[src/include/pcfm_pkg.sv]
// Package for the capability field map: layout, offsets and encodings
package pcfm_pkg;
  // Configuration dword indices of the structures
  localparam logic [9:0] PM_CAP_DW = 10'h010;
  localparam logic [9:0] PM_CSR_DW = 10'h011;
  localparam logic [9:0] MSI_CAP_DW = 10'h012;
  localparam logic [9:0] LINK_CAP_DW = 10'h01B;
  localparam logic [9:0] MSIX_CAP_DW = 10'h01C;
  localparam logic [9:0] MSIX_TBL_DW = 10'h01D;
  localparam logic [9:0] MSIX_PBA_DW = 10'h01E;
  localparam logic [9:0] DEV_CAP2_DW = 10'h021;
  localparam logic [9:0] RBAR_HDR_DW = 10'h040;
  localparam logic [9:0] RBAR_CAP0_DW = 10'h041;
  localparam logic [9:0] RBAR_CTL0_DW = 10'h042;
  localparam logic [9:0] RBAR_CAP1_DW = 10'h043;
  localparam logic [9:0] RBAR_CTL1_DW = 10'h044;
  // Capability identifiers
  localparam logic [7:0] MSI_ID = 8'h05;
  localparam logic [7:0] MSIX_ID = 8'h11;
  localparam logic [15:0] RBAR_ID = 16'h0015;
  // Field positions within a dword
  localparam int L0S_LSB = 12;
  localparam int L1_LSB = 15;
  localparam int CTO_OFF_BIT = 4;
  localparam int ATOM32_BIT = 7;
  localparam int ATOM64_BIT = 8;
  localparam int CAS128_BIT = 9;
  localparam int LTR_BIT = 11;
  localparam int TPH_BIT = 12;
  localparam int OBFF_LSB = 18;
  localparam int MSI_VEC_LSB = 17;
  localparam int MSIX_SIZE_LSB = 16;
  localparam int PMC_LSB = 16;
  localparam int PME_D3HOT_BIT = 30;
  localparam int PME_D1_BIT = 28;
  localparam int PME_D0_BIT = 27;
  localparam int D1_SUPP_BIT = 25;
  localparam int NO_SOFT_RST_BIT = 3;
  localparam int RBAR_VER_LSB = 16;
  localparam int RBAR_NEXT_LSB = 20;
  localparam int RBAR_SIZE_LSB = 4;
  localparam int RBAR_COUNT_LSB = 5;
  // Link rate codes
  typedef enum logic [1:0] {
    RATE_2G5 = 2'b00,
    RATE_5G = 2'b01,
    RATE_8G = 2'b10
  } pcfm_rate_e;
  // Host register byte offsets and fields
  localparam logic [7:0] REG_CMD = 8'h00;
  localparam logic [7:0] REG_WDATA = 8'h04;
  localparam logic [7:0] REG_RDATA = 8'h08;
  localparam logic [7:0] REG_STATUS = 8'h0C;
  localparam logic [7:0] REG_LINK = 8'h10;
  localparam int CMD_WE_BIT = 16;
  localparam int CMD_GO_BIT = 31;
  localparam int ST_BUSY_BIT = 0;
  localparam int ST_DONE_BIT = 1;
  localparam int LINK_COMCLK_BIT = 2;
  localparam logic [31:0] ZERO_WORD = 32'h0000_0000;
endpackage

[src/include/pcfm_cfg_if.sv]
// Configuration access link between controller and capability field map
`timescale 1ns/1ps
interface pcfm_cfg_if;
  logic req;
  logic we;
  logic [9:0] addr;
  logic [31:0] wdata;
  logic ack;
  logic [31:0] rdata;
  logic [1:0] link_rate;
  logic common_clk;
  modport dev (input req, input we, input addr, input wdata, input link_rate,
    input common_clk, output ack, output rdata);
  modport ctl (output req, output we, output addr, output wdata, output link_rate,
    output common_clk, input ack, input rdata);
endinterface

[src/verilog/pcfm_field_map.sv]
// Capability field map: read-only configuration fields built from parameters
//
// Function
// - Report L0s exit latency for rate, clocking
// - Report L1 exit latency for rate, clocking
// - Completion timeout disable capability sets bit 4
// - Atomic completer support bits 7, 8, 9
// - Latency tolerance support sets bit 11
// - Processing hint completer support in bit 12
// - Flush/fill hint support in bits 19:18
// - Eight-bit next pointers; 00h ends list
// - Vector request code in control bits 19:17
// - Extended interrupt indicators, offsets; zero when disabled
// - Vector table size; user logic holds table
// - Wake support bits 14, 12, 11
// - D1 support sets power capability bit 9
// - No soft reset drives control bit 3
// - Resizable BAR structure absent when disabled
// - Resizable BAR count in control bits 7:5
// - First resizable index is the lowest
// - Second index zero or not below first
// - Size vectors keep unused positions zero
// - Twelve-bit extended next pointer; 000h ends
// - Power identifier, next pointer, version presented
//
// The APB register port and the register offsets are this design's own decisions.
`timescale 1ns/1ps
module pcfm_field_map #(
  parameter logic [2:0] L0S_COM_2G5 = 3'h0,
  parameter logic [2:0] L0S_COM_5G = 3'h0,
  parameter logic [2:0] L0S_COM_8G = 3'h0,
  parameter logic [2:0] L0S_SEP_2G5 = 3'h0,
  parameter logic [2:0] L0S_SEP_5G = 3'h0,
  parameter logic [2:0] L0S_SEP_8G = 3'h0,
  parameter logic [2:0] L1_COM_2G5 = 3'h0,
  parameter logic [2:0] L1_COM_5G = 3'h0,
  parameter logic [2:0] L1_COM_8G = 3'h0,
  parameter logic [2:0] L1_SEP_2G5 = 3'h0,
  parameter logic [2:0] L1_SEP_5G = 3'h0,
  parameter logic [2:0] L1_SEP_8G = 3'h0,
  parameter bit completion_timeout_off_capable = 1'b0,
  parameter bit atomic32_completer = 1'b0,
  parameter bit atomic64_completer = 1'b0,
  parameter bit cas128_completer = 1'b0,
  parameter bit latency_tolerance_supported = 1'b0,
  parameter bit hint_completer_supported = 1'b0,
  parameter logic [1:0] flush_fill_hint_support = 2'h0,
  parameter logic [7:0] msg_irq_next_pointer = 8'h00,
  parameter logic [2:0] msg_irq_vector_request = 3'h0,
  parameter bit ext_irq_enable = 1'b0,
  parameter logic [7:0] ext_irq_next_pointer = 8'h00,
  parameter logic [2:0] pending_array_bar_indicator = 3'h0,
  parameter logic [28:0] pending_array_offset = 29'h0000_0000,
  parameter logic [2:0] vector_table_bar_indicator = 3'h0,
  parameter logic [28:0] vector_table_offset = 29'h0000_0000,
  parameter logic [10:0] vector_table_size = 11'h000,
  parameter logic [7:0] power_cap_identifier = 8'h01,
  parameter logic [7:0] power_cap_next_pointer = 8'h00,
  parameter logic [2:0] power_cap_spec_version = 3'h3,
  parameter bit wake_from_d3hot = 1'b0,
  parameter bit wake_from_d1 = 1'b0,
  parameter bit wake_from_d0 = 1'b0,
  parameter bit d1_state_supported = 1'b0,
  parameter bit keeps_state_on_d3_exit = 1'b0,
  parameter bit resizable_bar_enable = 1'b0,
  parameter logic [3:0] resizable_bar_version = 4'h1,
  parameter logic [11:0] resizable_bar_next_pointer = 12'h000,
  parameter logic [2:0] resizable_bar_count = 3'h0,
  parameter logic [2:0] resizable_bar_index_first = 3'h0,
  parameter logic [2:0] resizable_bar_index_second = 3'h0,
  parameter logic [19:0] resizable_bar_sizes_first = 20'h00000,
  parameter logic [19:0] resizable_bar_sizes_second = 20'h00000
) (
  input wire logic pclk,
  input wire logic presetn,
  pcfm_cfg_if.dev cfg
);

  // Picks the latency for rate and clocking; unknown rates fall back to 2.5 GT/s
  function automatic logic [2:0] pick_latency(input logic [1:0] rate, input logic com,
      input logic [2:0] c0, input logic [2:0] c1, input logic [2:0] c2,
      input logic [2:0] s0, input logic [2:0] s1, input logic [2:0] s2);
    logic [2:0] v;
    v = com ? c0 : s0;
    if (rate == pcfm_pkg::RATE_5G) begin
      v = com ? c1 : s1;
    end else if (rate == pcfm_pkg::RATE_8G) begin
      v = com ? c2 : s2;
    end
    return v;
  endfunction

  // Extended interrupt fields collapse to zero when the scheme is off
  localparam logic [2:0] PBA_BIR = ext_irq_enable ? pending_array_bar_indicator : 3'h0;
  localparam logic [28:0] PBA_OFF = ext_irq_enable ? pending_array_offset : 29'h0000_0000;
  localparam logic [2:0] TBL_BIR = ext_irq_enable ? vector_table_bar_indicator : 3'h0;
  localparam logic [28:0] TBL_OFF = ext_irq_enable ? vector_table_offset : 29'h0000_0000;
  localparam logic [10:0] TBL_SIZE = ext_irq_enable ? vector_table_size : 11'h000;

  logic [2:0] l0s_now;
  logic [2:0] l1_now;
  logic [31:0] next_rdata;

  always_comb begin
    l0s_now = pick_latency(cfg.link_rate, cfg.common_clk, L0S_COM_2G5, L0S_COM_5G,
      L0S_COM_8G, L0S_SEP_2G5, L0S_SEP_5G, L0S_SEP_8G);
    l1_now = pick_latency(cfg.link_rate, cfg.common_clk, L1_COM_2G5, L1_COM_5G,
      L1_COM_8G, L1_SEP_2G5, L1_SEP_5G, L1_SEP_8G);
  end

  // Read decode; unmapped dwords read zero
  always_comb begin
    next_rdata = pcfm_pkg::ZERO_WORD;
    if (cfg.addr == pcfm_pkg::LINK_CAP_DW) begin
      next_rdata[pcfm_pkg::L0S_LSB +: 3] = l0s_now;
      next_rdata[pcfm_pkg::L1_LSB +: 3] = l1_now;
    end else if (cfg.addr == pcfm_pkg::DEV_CAP2_DW) begin
      next_rdata[pcfm_pkg::CTO_OFF_BIT] = completion_timeout_off_capable;
      next_rdata[pcfm_pkg::ATOM32_BIT] = atomic32_completer;
      next_rdata[pcfm_pkg::ATOM64_BIT] = atomic64_completer;
      next_rdata[pcfm_pkg::CAS128_BIT] = cas128_completer;
      next_rdata[pcfm_pkg::LTR_BIT] = latency_tolerance_supported;
      next_rdata[pcfm_pkg::TPH_BIT] = hint_completer_supported;
      // Wake-pin codes are not supported, so only the low bit is honoured
      next_rdata[pcfm_pkg::OBFF_LSB +: 2] = {1'b0, flush_fill_hint_support[0]};
    end else if (cfg.addr == pcfm_pkg::MSI_CAP_DW) begin
      next_rdata[15:0] = {msg_irq_next_pointer, pcfm_pkg::MSI_ID};
      // Reserved request codes are clamped to the 32-vector maximum
      next_rdata[pcfm_pkg::MSI_VEC_LSB +: 3] =
        (msg_irq_vector_request > 3'h5) ? 3'h5 : msg_irq_vector_request;
    end else if (cfg.addr == pcfm_pkg::MSIX_CAP_DW) begin
      next_rdata[15:0] = {ext_irq_next_pointer, pcfm_pkg::MSIX_ID};
      next_rdata[pcfm_pkg::MSIX_SIZE_LSB +: 11] = TBL_SIZE;
    end else if (cfg.addr == pcfm_pkg::MSIX_TBL_DW) begin
      next_rdata = {TBL_OFF, TBL_BIR};
    end else if (cfg.addr == pcfm_pkg::MSIX_PBA_DW) begin
      next_rdata = {PBA_OFF, PBA_BIR};
    end else if (cfg.addr == pcfm_pkg::PM_CAP_DW) begin
      next_rdata[15:0] = {power_cap_next_pointer, power_cap_identifier};
      next_rdata[pcfm_pkg::PMC_LSB +: 3] = power_cap_spec_version;
      next_rdata[pcfm_pkg::PME_D3HOT_BIT] = wake_from_d3hot;
      next_rdata[pcfm_pkg::PME_D1_BIT] = wake_from_d1;
      next_rdata[pcfm_pkg::PME_D0_BIT] = wake_from_d0;
      next_rdata[pcfm_pkg::D1_SUPP_BIT] = d1_state_supported;
    end else if (cfg.addr == pcfm_pkg::PM_CSR_DW) begin
      next_rdata[pcfm_pkg::NO_SOFT_RST_BIT] = keeps_state_on_d3_exit;
    end else if (resizable_bar_enable) begin
      if (cfg.addr == pcfm_pkg::RBAR_HDR_DW) begin
        next_rdata[15:0] = pcfm_pkg::RBAR_ID;
        next_rdata[pcfm_pkg::RBAR_VER_LSB +: 4] = resizable_bar_version;
        next_rdata[pcfm_pkg::RBAR_NEXT_LSB +: 12] = resizable_bar_next_pointer;
      end else if (cfg.addr == pcfm_pkg::RBAR_CAP0_DW) begin
        // Sizes land at [23:4], leaving [3:0] and [31:24] zero
        next_rdata[pcfm_pkg::RBAR_SIZE_LSB +: 20] = resizable_bar_sizes_first;
      end else if (cfg.addr == pcfm_pkg::RBAR_CTL0_DW) begin
        next_rdata[pcfm_pkg::RBAR_COUNT_LSB +: 3] = resizable_bar_count;
        next_rdata[2:0] = resizable_bar_index_first;
      end else if (cfg.addr == pcfm_pkg::RBAR_CAP1_DW) begin
        next_rdata[pcfm_pkg::RBAR_SIZE_LSB +: 20] = resizable_bar_sizes_second;
      end else if (cfg.addr == pcfm_pkg::RBAR_CTL1_DW) begin
        next_rdata[2:0] = resizable_bar_index_second;
      end
    end
  end

  // Every access is answered one cycle later; writes are acknowledged and dropped
  always_ff @(posedge pclk or negedge presetn) begin
    if (!presetn) begin
      cfg.ack <= 1'b0;
    end else begin
      cfg.ack <= cfg.req & ~cfg.ack;
    end
  end

  always_ff @(posedge pclk or negedge presetn) begin
    if (!presetn) begin
      cfg.rdata <= pcfm_pkg::ZERO_WORD;
    end else if (cfg.req && !cfg.ack) begin
      cfg.rdata <= cfg.we ? pcfm_pkg::ZERO_WORD : next_rdata;
    end
  end

endmodule // pcfm_field_map

[src/flat_wrapper.sv]
// flat-port wrapper written by rule: the top's interface ports become plain ports
module pcfm_field_map_flat 
#(
  parameter logic [2:0] L0S_COM_2G5 = 3'h0,
  parameter logic [2:0] L0S_COM_5G = 3'h0,
  parameter logic [2:0] L0S_COM_8G = 3'h0,
  parameter logic [2:0] L0S_SEP_2G5 = 3'h0,
  parameter logic [2:0] L0S_SEP_5G = 3'h0,
  parameter logic [2:0] L0S_SEP_8G = 3'h0,
  parameter logic [2:0] L1_COM_2G5 = 3'h0,
  parameter logic [2:0] L1_COM_5G = 3'h0,
  parameter logic [2:0] L1_COM_8G = 3'h0,
  parameter logic [2:0] L1_SEP_2G5 = 3'h0,
  parameter logic [2:0] L1_SEP_5G = 3'h0,
  parameter logic [2:0] L1_SEP_8G = 3'h0,
  parameter bit completion_timeout_off_capable = 1'b0,
  parameter bit atomic32_completer = 1'b0,
  parameter bit atomic64_completer = 1'b0,
  parameter bit cas128_completer = 1'b0,
  parameter bit latency_tolerance_supported = 1'b0,
  parameter bit hint_completer_supported = 1'b0,
  parameter logic [1:0] flush_fill_hint_support = 2'h0,
  parameter logic [7:0] msg_irq_next_pointer = 8'h00,
  parameter logic [2:0] msg_irq_vector_request = 3'h0,
  parameter bit ext_irq_enable = 1'b0,
  parameter logic [7:0] ext_irq_next_pointer = 8'h00,
  parameter logic [2:0] pending_array_bar_indicator = 3'h0,
  parameter logic [28:0] pending_array_offset = 29'h0000_0000,
  parameter logic [2:0] vector_table_bar_indicator = 3'h0,
  parameter logic [28:0] vector_table_offset = 29'h0000_0000,
  parameter logic [10:0] vector_table_size = 11'h000,
  parameter logic [7:0] power_cap_identifier = 8'h01,
  parameter logic [7:0] power_cap_next_pointer = 8'h00,
  parameter logic [2:0] power_cap_spec_version = 3'h3,
  parameter bit wake_from_d3hot = 1'b0,
  parameter bit wake_from_d1 = 1'b0,
  parameter bit wake_from_d0 = 1'b0,
  parameter bit d1_state_supported = 1'b0,
  parameter bit keeps_state_on_d3_exit = 1'b0,
  parameter bit resizable_bar_enable = 1'b0,
  parameter logic [3:0] resizable_bar_version = 4'h1,
  parameter logic [11:0] resizable_bar_next_pointer = 12'h000,
  parameter logic [2:0] resizable_bar_count = 3'h0,
  parameter logic [2:0] resizable_bar_index_first = 3'h0,
  parameter logic [2:0] resizable_bar_index_second = 3'h0,
  parameter logic [19:0] resizable_bar_sizes_first = 20'h00000,
  parameter logic [19:0] resizable_bar_sizes_second = 20'h00000
)
  (pclk, presetn, cfg_req, cfg_we, cfg_addr, cfg_wdata, cfg_link_rate, cfg_common_clk, cfg_ack, cfg_rdata);
  pcfm_cfg_if cfg_i ();
  input wire logic pclk;
  input wire logic presetn;
  input wire logic [$bits(cfg_i.req)-1:0] cfg_req;
  input wire logic [$bits(cfg_i.we)-1:0] cfg_we;
  input wire logic [$bits(cfg_i.addr)-1:0] cfg_addr;
  input wire logic [$bits(cfg_i.wdata)-1:0] cfg_wdata;
  input wire logic [$bits(cfg_i.link_rate)-1:0] cfg_link_rate;
  input wire logic [$bits(cfg_i.common_clk)-1:0] cfg_common_clk;
  output wire logic [$bits(cfg_i.ack)-1:0] cfg_ack;
  output wire logic [$bits(cfg_i.rdata)-1:0] cfg_rdata;
  assign cfg_i.req = cfg_req;
  assign cfg_i.we = cfg_we;
  assign cfg_i.addr = cfg_addr;
  assign cfg_i.wdata = cfg_wdata;
  assign cfg_i.link_rate = cfg_link_rate;
  assign cfg_i.common_clk = cfg_common_clk;
  assign cfg_ack = cfg_i.ack;
  assign cfg_rdata = cfg_i.rdata;
  pcfm_field_map #(.L0S_COM_2G5(L0S_COM_2G5), .L0S_COM_5G(L0S_COM_5G), .L0S_COM_8G(L0S_COM_8G), .L0S_SEP_2G5(L0S_SEP_2G5), .L0S_SEP_5G(L0S_SEP_5G), .L0S_SEP_8G(L0S_SEP_8G), .L1_COM_2G5(L1_COM_2G5), .L1_COM_5G(L1_COM_5G), .L1_COM_8G(L1_COM_8G), .L1_SEP_2G5(L1_SEP_2G5), .L1_SEP_5G(L1_SEP_5G), .L1_SEP_8G(L1_SEP_8G), .completion_timeout_off_capable(completion_timeout_off_capable), .atomic32_completer(atomic32_completer), .atomic64_completer(atomic64_completer), .cas128_completer(cas128_completer), .latency_tolerance_supported(latency_tolerance_supported), .hint_completer_supported(hint_completer_supported), .flush_fill_hint_support(flush_fill_hint_support), .msg_irq_next_pointer(msg_irq_next_pointer), .msg_irq_vector_request(msg_irq_vector_request), .ext_irq_enable(ext_irq_enable), .ext_irq_next_pointer(ext_irq_next_pointer), .pending_array_bar_indicator(pending_array_bar_indicator), .pending_array_offset(pending_array_offset), .vector_table_bar_indicator(vector_table_bar_indicator), .vector_table_offset(vector_table_offset), .vector_table_size(vector_table_size), .power_cap_identifier(power_cap_identifier), .power_cap_next_pointer(power_cap_next_pointer), .power_cap_spec_version(power_cap_spec_version), .wake_from_d3hot(wake_from_d3hot), .wake_from_d1(wake_from_d1), .wake_from_d0(wake_from_d0), .d1_state_supported(d1_state_supported), .keeps_state_on_d3_exit(keeps_state_on_d3_exit), .resizable_bar_enable(resizable_bar_enable), .resizable_bar_version(resizable_bar_version), .resizable_bar_next_pointer(resizable_bar_next_pointer), .resizable_bar_count(resizable_bar_count), .resizable_bar_index_first(resizable_bar_index_first), .resizable_bar_index_second(resizable_bar_index_second), .resizable_bar_sizes_first(resizable_bar_sizes_first), .resizable_bar_sizes_second(resizable_bar_sizes_second)) u_core (.pclk(pclk), .presetn(presetn), .cfg(cfg_i));
endmodule
[config.mk]
export PLATFORM = sky130hd
export DESIGN_NAME = pcfm_field_map_flat
export DESIGN_NICKNAME = d
export VERILOG_FILES = /design/src/include/pcfm_pkg.sv /design/src/include/pcfm_cfg_if.sv /design/src/verilog/pcfm_field_map.sv /design/src/flat_wrapper.sv
export SDC_FILE = /design/constraint.sdc
export NUM_CORES = 1
export LEC_CHECK = 0
export ABC_AREA = 1
export BUFFER_PORTS_ARGS = -buffer_cell sky130_fd_sc_hd__buf_2
export CAP_MARGIN = 20
export CORE_MARGIN = 1
export CORE_UTILIZATION = 27
export CTS_CLUSTER_DIAMETER = 50
export DETAILED_ROUTE_END_ITERATION = 7
export PLACE_DENSITY = 0.77
export SYNTH_ARGS = -nofsm -noshare
export SYNTH_HDL_FRONTEND = slang
export SYNTH_SLANG_ARGS = --single-unit
[constraint.sdc]
create_clock -name pclk -period 1.1 [get_ports pclk]
set_input_delay 0.055 -clock pclk [delete_from_list [all_inputs] [get_ports pclk]]
set_output_delay 0.055 -clock pclk [all_outputs]
set_load 0.1 [all_outputs]
* Yosys cells after proc, flatten, opt, wreduce, memory -nomap -nowiden
Index checks and enable logic that the tools add are counted.
Widths: inputs -> output; s select.
** Operators by class
- Eq/ne operators :: 7
- Muxes and demuxes :: 27
- Bitwise logic cells :: 2
- Reduce and logical (&&, ||, !) cells :: 2
** Operator list (count)
- $mux 32 :: 5
- $eq 10x5->1 const B :: 6
- $mux 19 :: 2
- $mux 12 :: 3
- $mux 14 :: 2
- $mux 27 :: 1
- $mux 16 :: 1
- $eq 10x6->1 const B :: 1
- $mux 5 :: 2
- $mux 2 :: 3
- $mux 3 :: 2
- $mux 6 :: 1
- $mux 1 :: 4
- $mux 4 :: 1
- $and 1x1->1 :: 1
- $logic_and 1x1->1 :: 1
- $logic_not 1->1 :: 1
- $not 1->1 :: 1
** Word-level totals
- Register bits :: 33
- Output and inout bits :: 33

* Logic depth before layout (Yosys ltp)
- Depth in word-level cells :: 13
- Gate-level depth with buffers :: 6
- Gate-level depth less buffers :: 6

* Worst setup path before layout
No wires, ideal clock.
- Path kind :: register to register
- From :: register u_core.cfg.ack
- To :: register u_core.cfg.rdata[16]
- Setup time :: 0.074 ns
- Arrival time :: 1.328 ns
- Required time :: 1.026 ns
- Setup slack :: -0.302 ns
- Cell stages (with the launch flop) :: 5
- Path buffers :: 0
- Period minus slack after synthesis :: 1.402 ns
- Cell sequence :: dfrtp_1 -> nor2_2 -> inv_2 -> nand2_1 -> o21ai_2
** Between the ends
- Longest elaborated chain between the ends :: 2
** Ends and longest elaborated chain
- start, declared :: line pcfm_cfg_if.sv:13 : input common_clk, output ack, output rdata);
- start signal, assigned :: line pcfm_field_map.sv:171 : cfg.ack <= cfg.req & ~cfg.ack;
- $logic_not 1->1 :: line pcfm_field_map.sv:178 : end else if (cfg.req && !cfg.ack) begin
- $logic_and 1x1->1 :: line pcfm_field_map.sv:178
- end signal, assigned :: line pcfm_field_map.sv:177 : cfg.rdata <= pcfm_pkg::ZERO_WORD;
- end signal, assigned :: line pcfm_field_map.sv:179 : cfg.rdata <= cfg.we ? pcfm_pkg::ZERO_WORD : next_rdata;
- end, declared :: line pcfm_cfg_if.sv:13
No other way between the ends.
A chain may end at the register's enable or synchronous reset.

==> run summary <==
initial antenna violation count: 0
type of the worst min-delay path: input port to register
number of buffers inserted to repair setup after CTS: 0
Max FO, Critical Path: 3
number of antenna repair diodes: 0
worst path required time: 1.04 ns
worst hold path stage count: 3
maximum buffer depth of the clock tree: 2
Die Y: 44.6 um
total of hold buffers inserted after clock tree synthesis: 1
count of final max-slew check failures: 0
mapped cell area: 489 um2
proportion of synthesized chip area in sequential cells: 25.6%
Worst-path clk slew: 0.05 ns
area growth from synthesis to layout: 32.0%
Worst EP arrival: 0.93 ns
kind of cell adding the most delay to the critical path: flip-flops
GR Layer Usage met3: 1.22%
critical path cell sequence: buf_12
count of antenna-violating nets left after detailed routing: 0
RSZ-0062 raised after global routing: no
Max Cap Violations: 0
# rows: 15
peak per-stage delay on the critical path: 0.50 ns
CP endpoint kind: output pin
crit start category: register
last weighted congestion value of the routability-driven placer: 0.671
warning count from the yosys run: 0
ranking of synthesized cells by area: buf_4 43%, dfrtp_1 26%, nand2_1 7.7%, nand3_1 6.1%, nor2_2 5.1%
worst setup path category: register to output pin
count of TritonRoute iterations in the first routing pass: 4
number of nets in the layout: 139
sum of negative setup slack: 0 ns
pwr dens: 1400 mW/mm2
clock tree from TritonCTS: yes
slowest cell on the critical path: dfrtp_4
mean area per synthesized cell: 7.30 um2
Root Driver: clkbuf_4
final count of negative-setup-slack endpoints: 0
GR met2 Demand/Resource: 15.9%
maximum number of pins on one net before global-route repair: 6
routed wire length: 791 um
Global Route met1 Usage: 8.68%
Synth top area share: 43.0%
final setup skew: 0.00334 ns
Clk Latency, worst-skew pair: 0.25 ns
number of inserted filler cells in the final layout: 173
post-synthesis sequential element count: 5
Gate Count Post-Synth: 67
cts repair resizes: 0
worst r2r path cells: 4
Buf/Inv on CP: 1
Min Clock Period, post-route: 0.985 ns
number of DRC violations after detailed routing: 0
fraction of layout cells with a size suffix above 1: 37.1%
core region area: 0.00171 mm2
worst ir drop on vdd: 0.000422 V
CP Depth: 1
cell taking the most area after synthesis: buf_4
via count of the first global-routing pass: 319
post-layout utilization of the core: 37.8%
peak-usage layer in the global routing report: met2
count of routing violations after the opening detailed-route iteration: 8
Cell variety after synth: 12
wire length of the first global-routing pass: 1220 um
detailed-route wire length per cell: 6.94 um
Max Freq: 1020 MHz
via count: 401
status: completed
HPWL Detailed: 680 um
number of vias per cell: 3.52
Chip Width: 44.6 um
overflow left after global routing: 0
number of buffers added by the clock tree synthesis step: 3
die outline area: 0.00199 mm2
maximum level of the CTS H-tree: 1
Leak: 0.000339 uW
share of the cycle needed by the critical path after routing: 89.5%
global-route usage over all layers: 8.75%
clock tree sinks: 5
initial standard-cell utilization of the core: 28.6%
count of buffers from port buffering: 19
count of endpoints failing hold in the final timing report: 0
total I/O pin count: 82
layout by cell type, fill, tap and decap left out, drive strengths merged:
cell type    synthesis  final
conb                 1     27
clkbuf               0      4
nand2               10     10
nand3                6      6
dlygate4sd3          0      1
o21ai                1      1
buf                 28     19
inv                  5      5
nor2                 9      9
dfrtp                5      5
a21oi                1      1
nand4                1      1
state kept, by name (all words and copies together), names as in the netlist:
name and flops:
u_core.cfg.ack 1, u_core.cfg.rdata 4
worst paths after layout:
kind / from / end / slack (ns)
max: u_core.cfg.rdata[16] / cfg_rdata[17] / 0.12
min: cfg_req / u_core.cfg.ack / 0.08
max reg2reg: u_core.cfg.ack / u_core.cfg.rdata[16] / 0.15
min reg2reg: u_core.cfg.rdata[2] / u_core.cfg.rdata[2] / 0.53
max in group asynchronous: presetn / u_core.cfg.rdata[16] / 0.81
min in group asynchronous: presetn / u_core.cfg.ack / 0.14
stage by stage:
| step | area (um2) | hold WS, ns | setup slack [ns] | instances | total power (uW) |
|---|---|---|---|---|---|
| after detailed placement | 609 | -0.124 | 0.162 | 109 | 683 |
| after global routing | 646 | 0.103 | 0.0697 | 114 | 923 |
| after CTS | 646 | 0.0847 | 0.117 | 114 | 901 |
| after global placement | 609 | -0.130 | 0.170 | 109 | 680 |
| after floorplan | 603 | -0.241 | 0.0237 | 93 | 713 |
| final | 646 | 0.0759 | 0.115 | 114 | 906 |
metal layers:
| metal | vias to the layer above | share of wire, % |
|---|---|---|
| li1 | 194 | - |
| met3 | 5 | 8.5 |
| met1 | 178 | 31 |
| met5 | - | 0 |
| met4 | 0 | 4.6 |
| met2 | 24 | 56 |
power breakdown:
| part | switching (uW) | internal, uW | total (uW) | leakage (uW) |
|---|---|---|---|---|
| clock network | 84.6 | 138 | 222 | 0.0000150 |
| logic | 453 | 37.7 | 490 | 0.000264 |
| registers | 4.26 | 189 | 193 | 0.0000601 |
| total | 542 | 364 | 906 | 0.000339 |
cell families after synthesis:
group                  count (synthesis)  synth area share (%)
flip-flops                             5                  25.6
AO/OA/AOI/OAI                          2                  2.81
other                                  1                 0.767
AND/OR/NAND/NOR                       26                  24.0
buffers and inverters                 33                  46.8
cell usage after synthesis:
| cell | instances |
|---|---|
| inv_2 | 1 |
| inv_1 | 4 |
| nand2_1 | 10 |
| o21ai_2 | 1 |
| nand3_1 | 6 |
| nand4_1 | 1 |
| a21oi_1 | 1 |
| buf_4 | 28 |
| nor2_1 | 5 |
| nor2_2 | 4 |
| conb_1 | 1 |
| dfrtp_1 | 5 |
final cells by class:
class	count	area, um2	share of cell area, %
inverters	5	18.8	2.91
well taps	25	31.3	4.84
repair buffers	20	195	30.2
clock buffers	4	26.3	4.07
multi-input cells	55	238	36.8
flip-flops and latches	5	136	21.1
(Power assumes the default switching activity.)
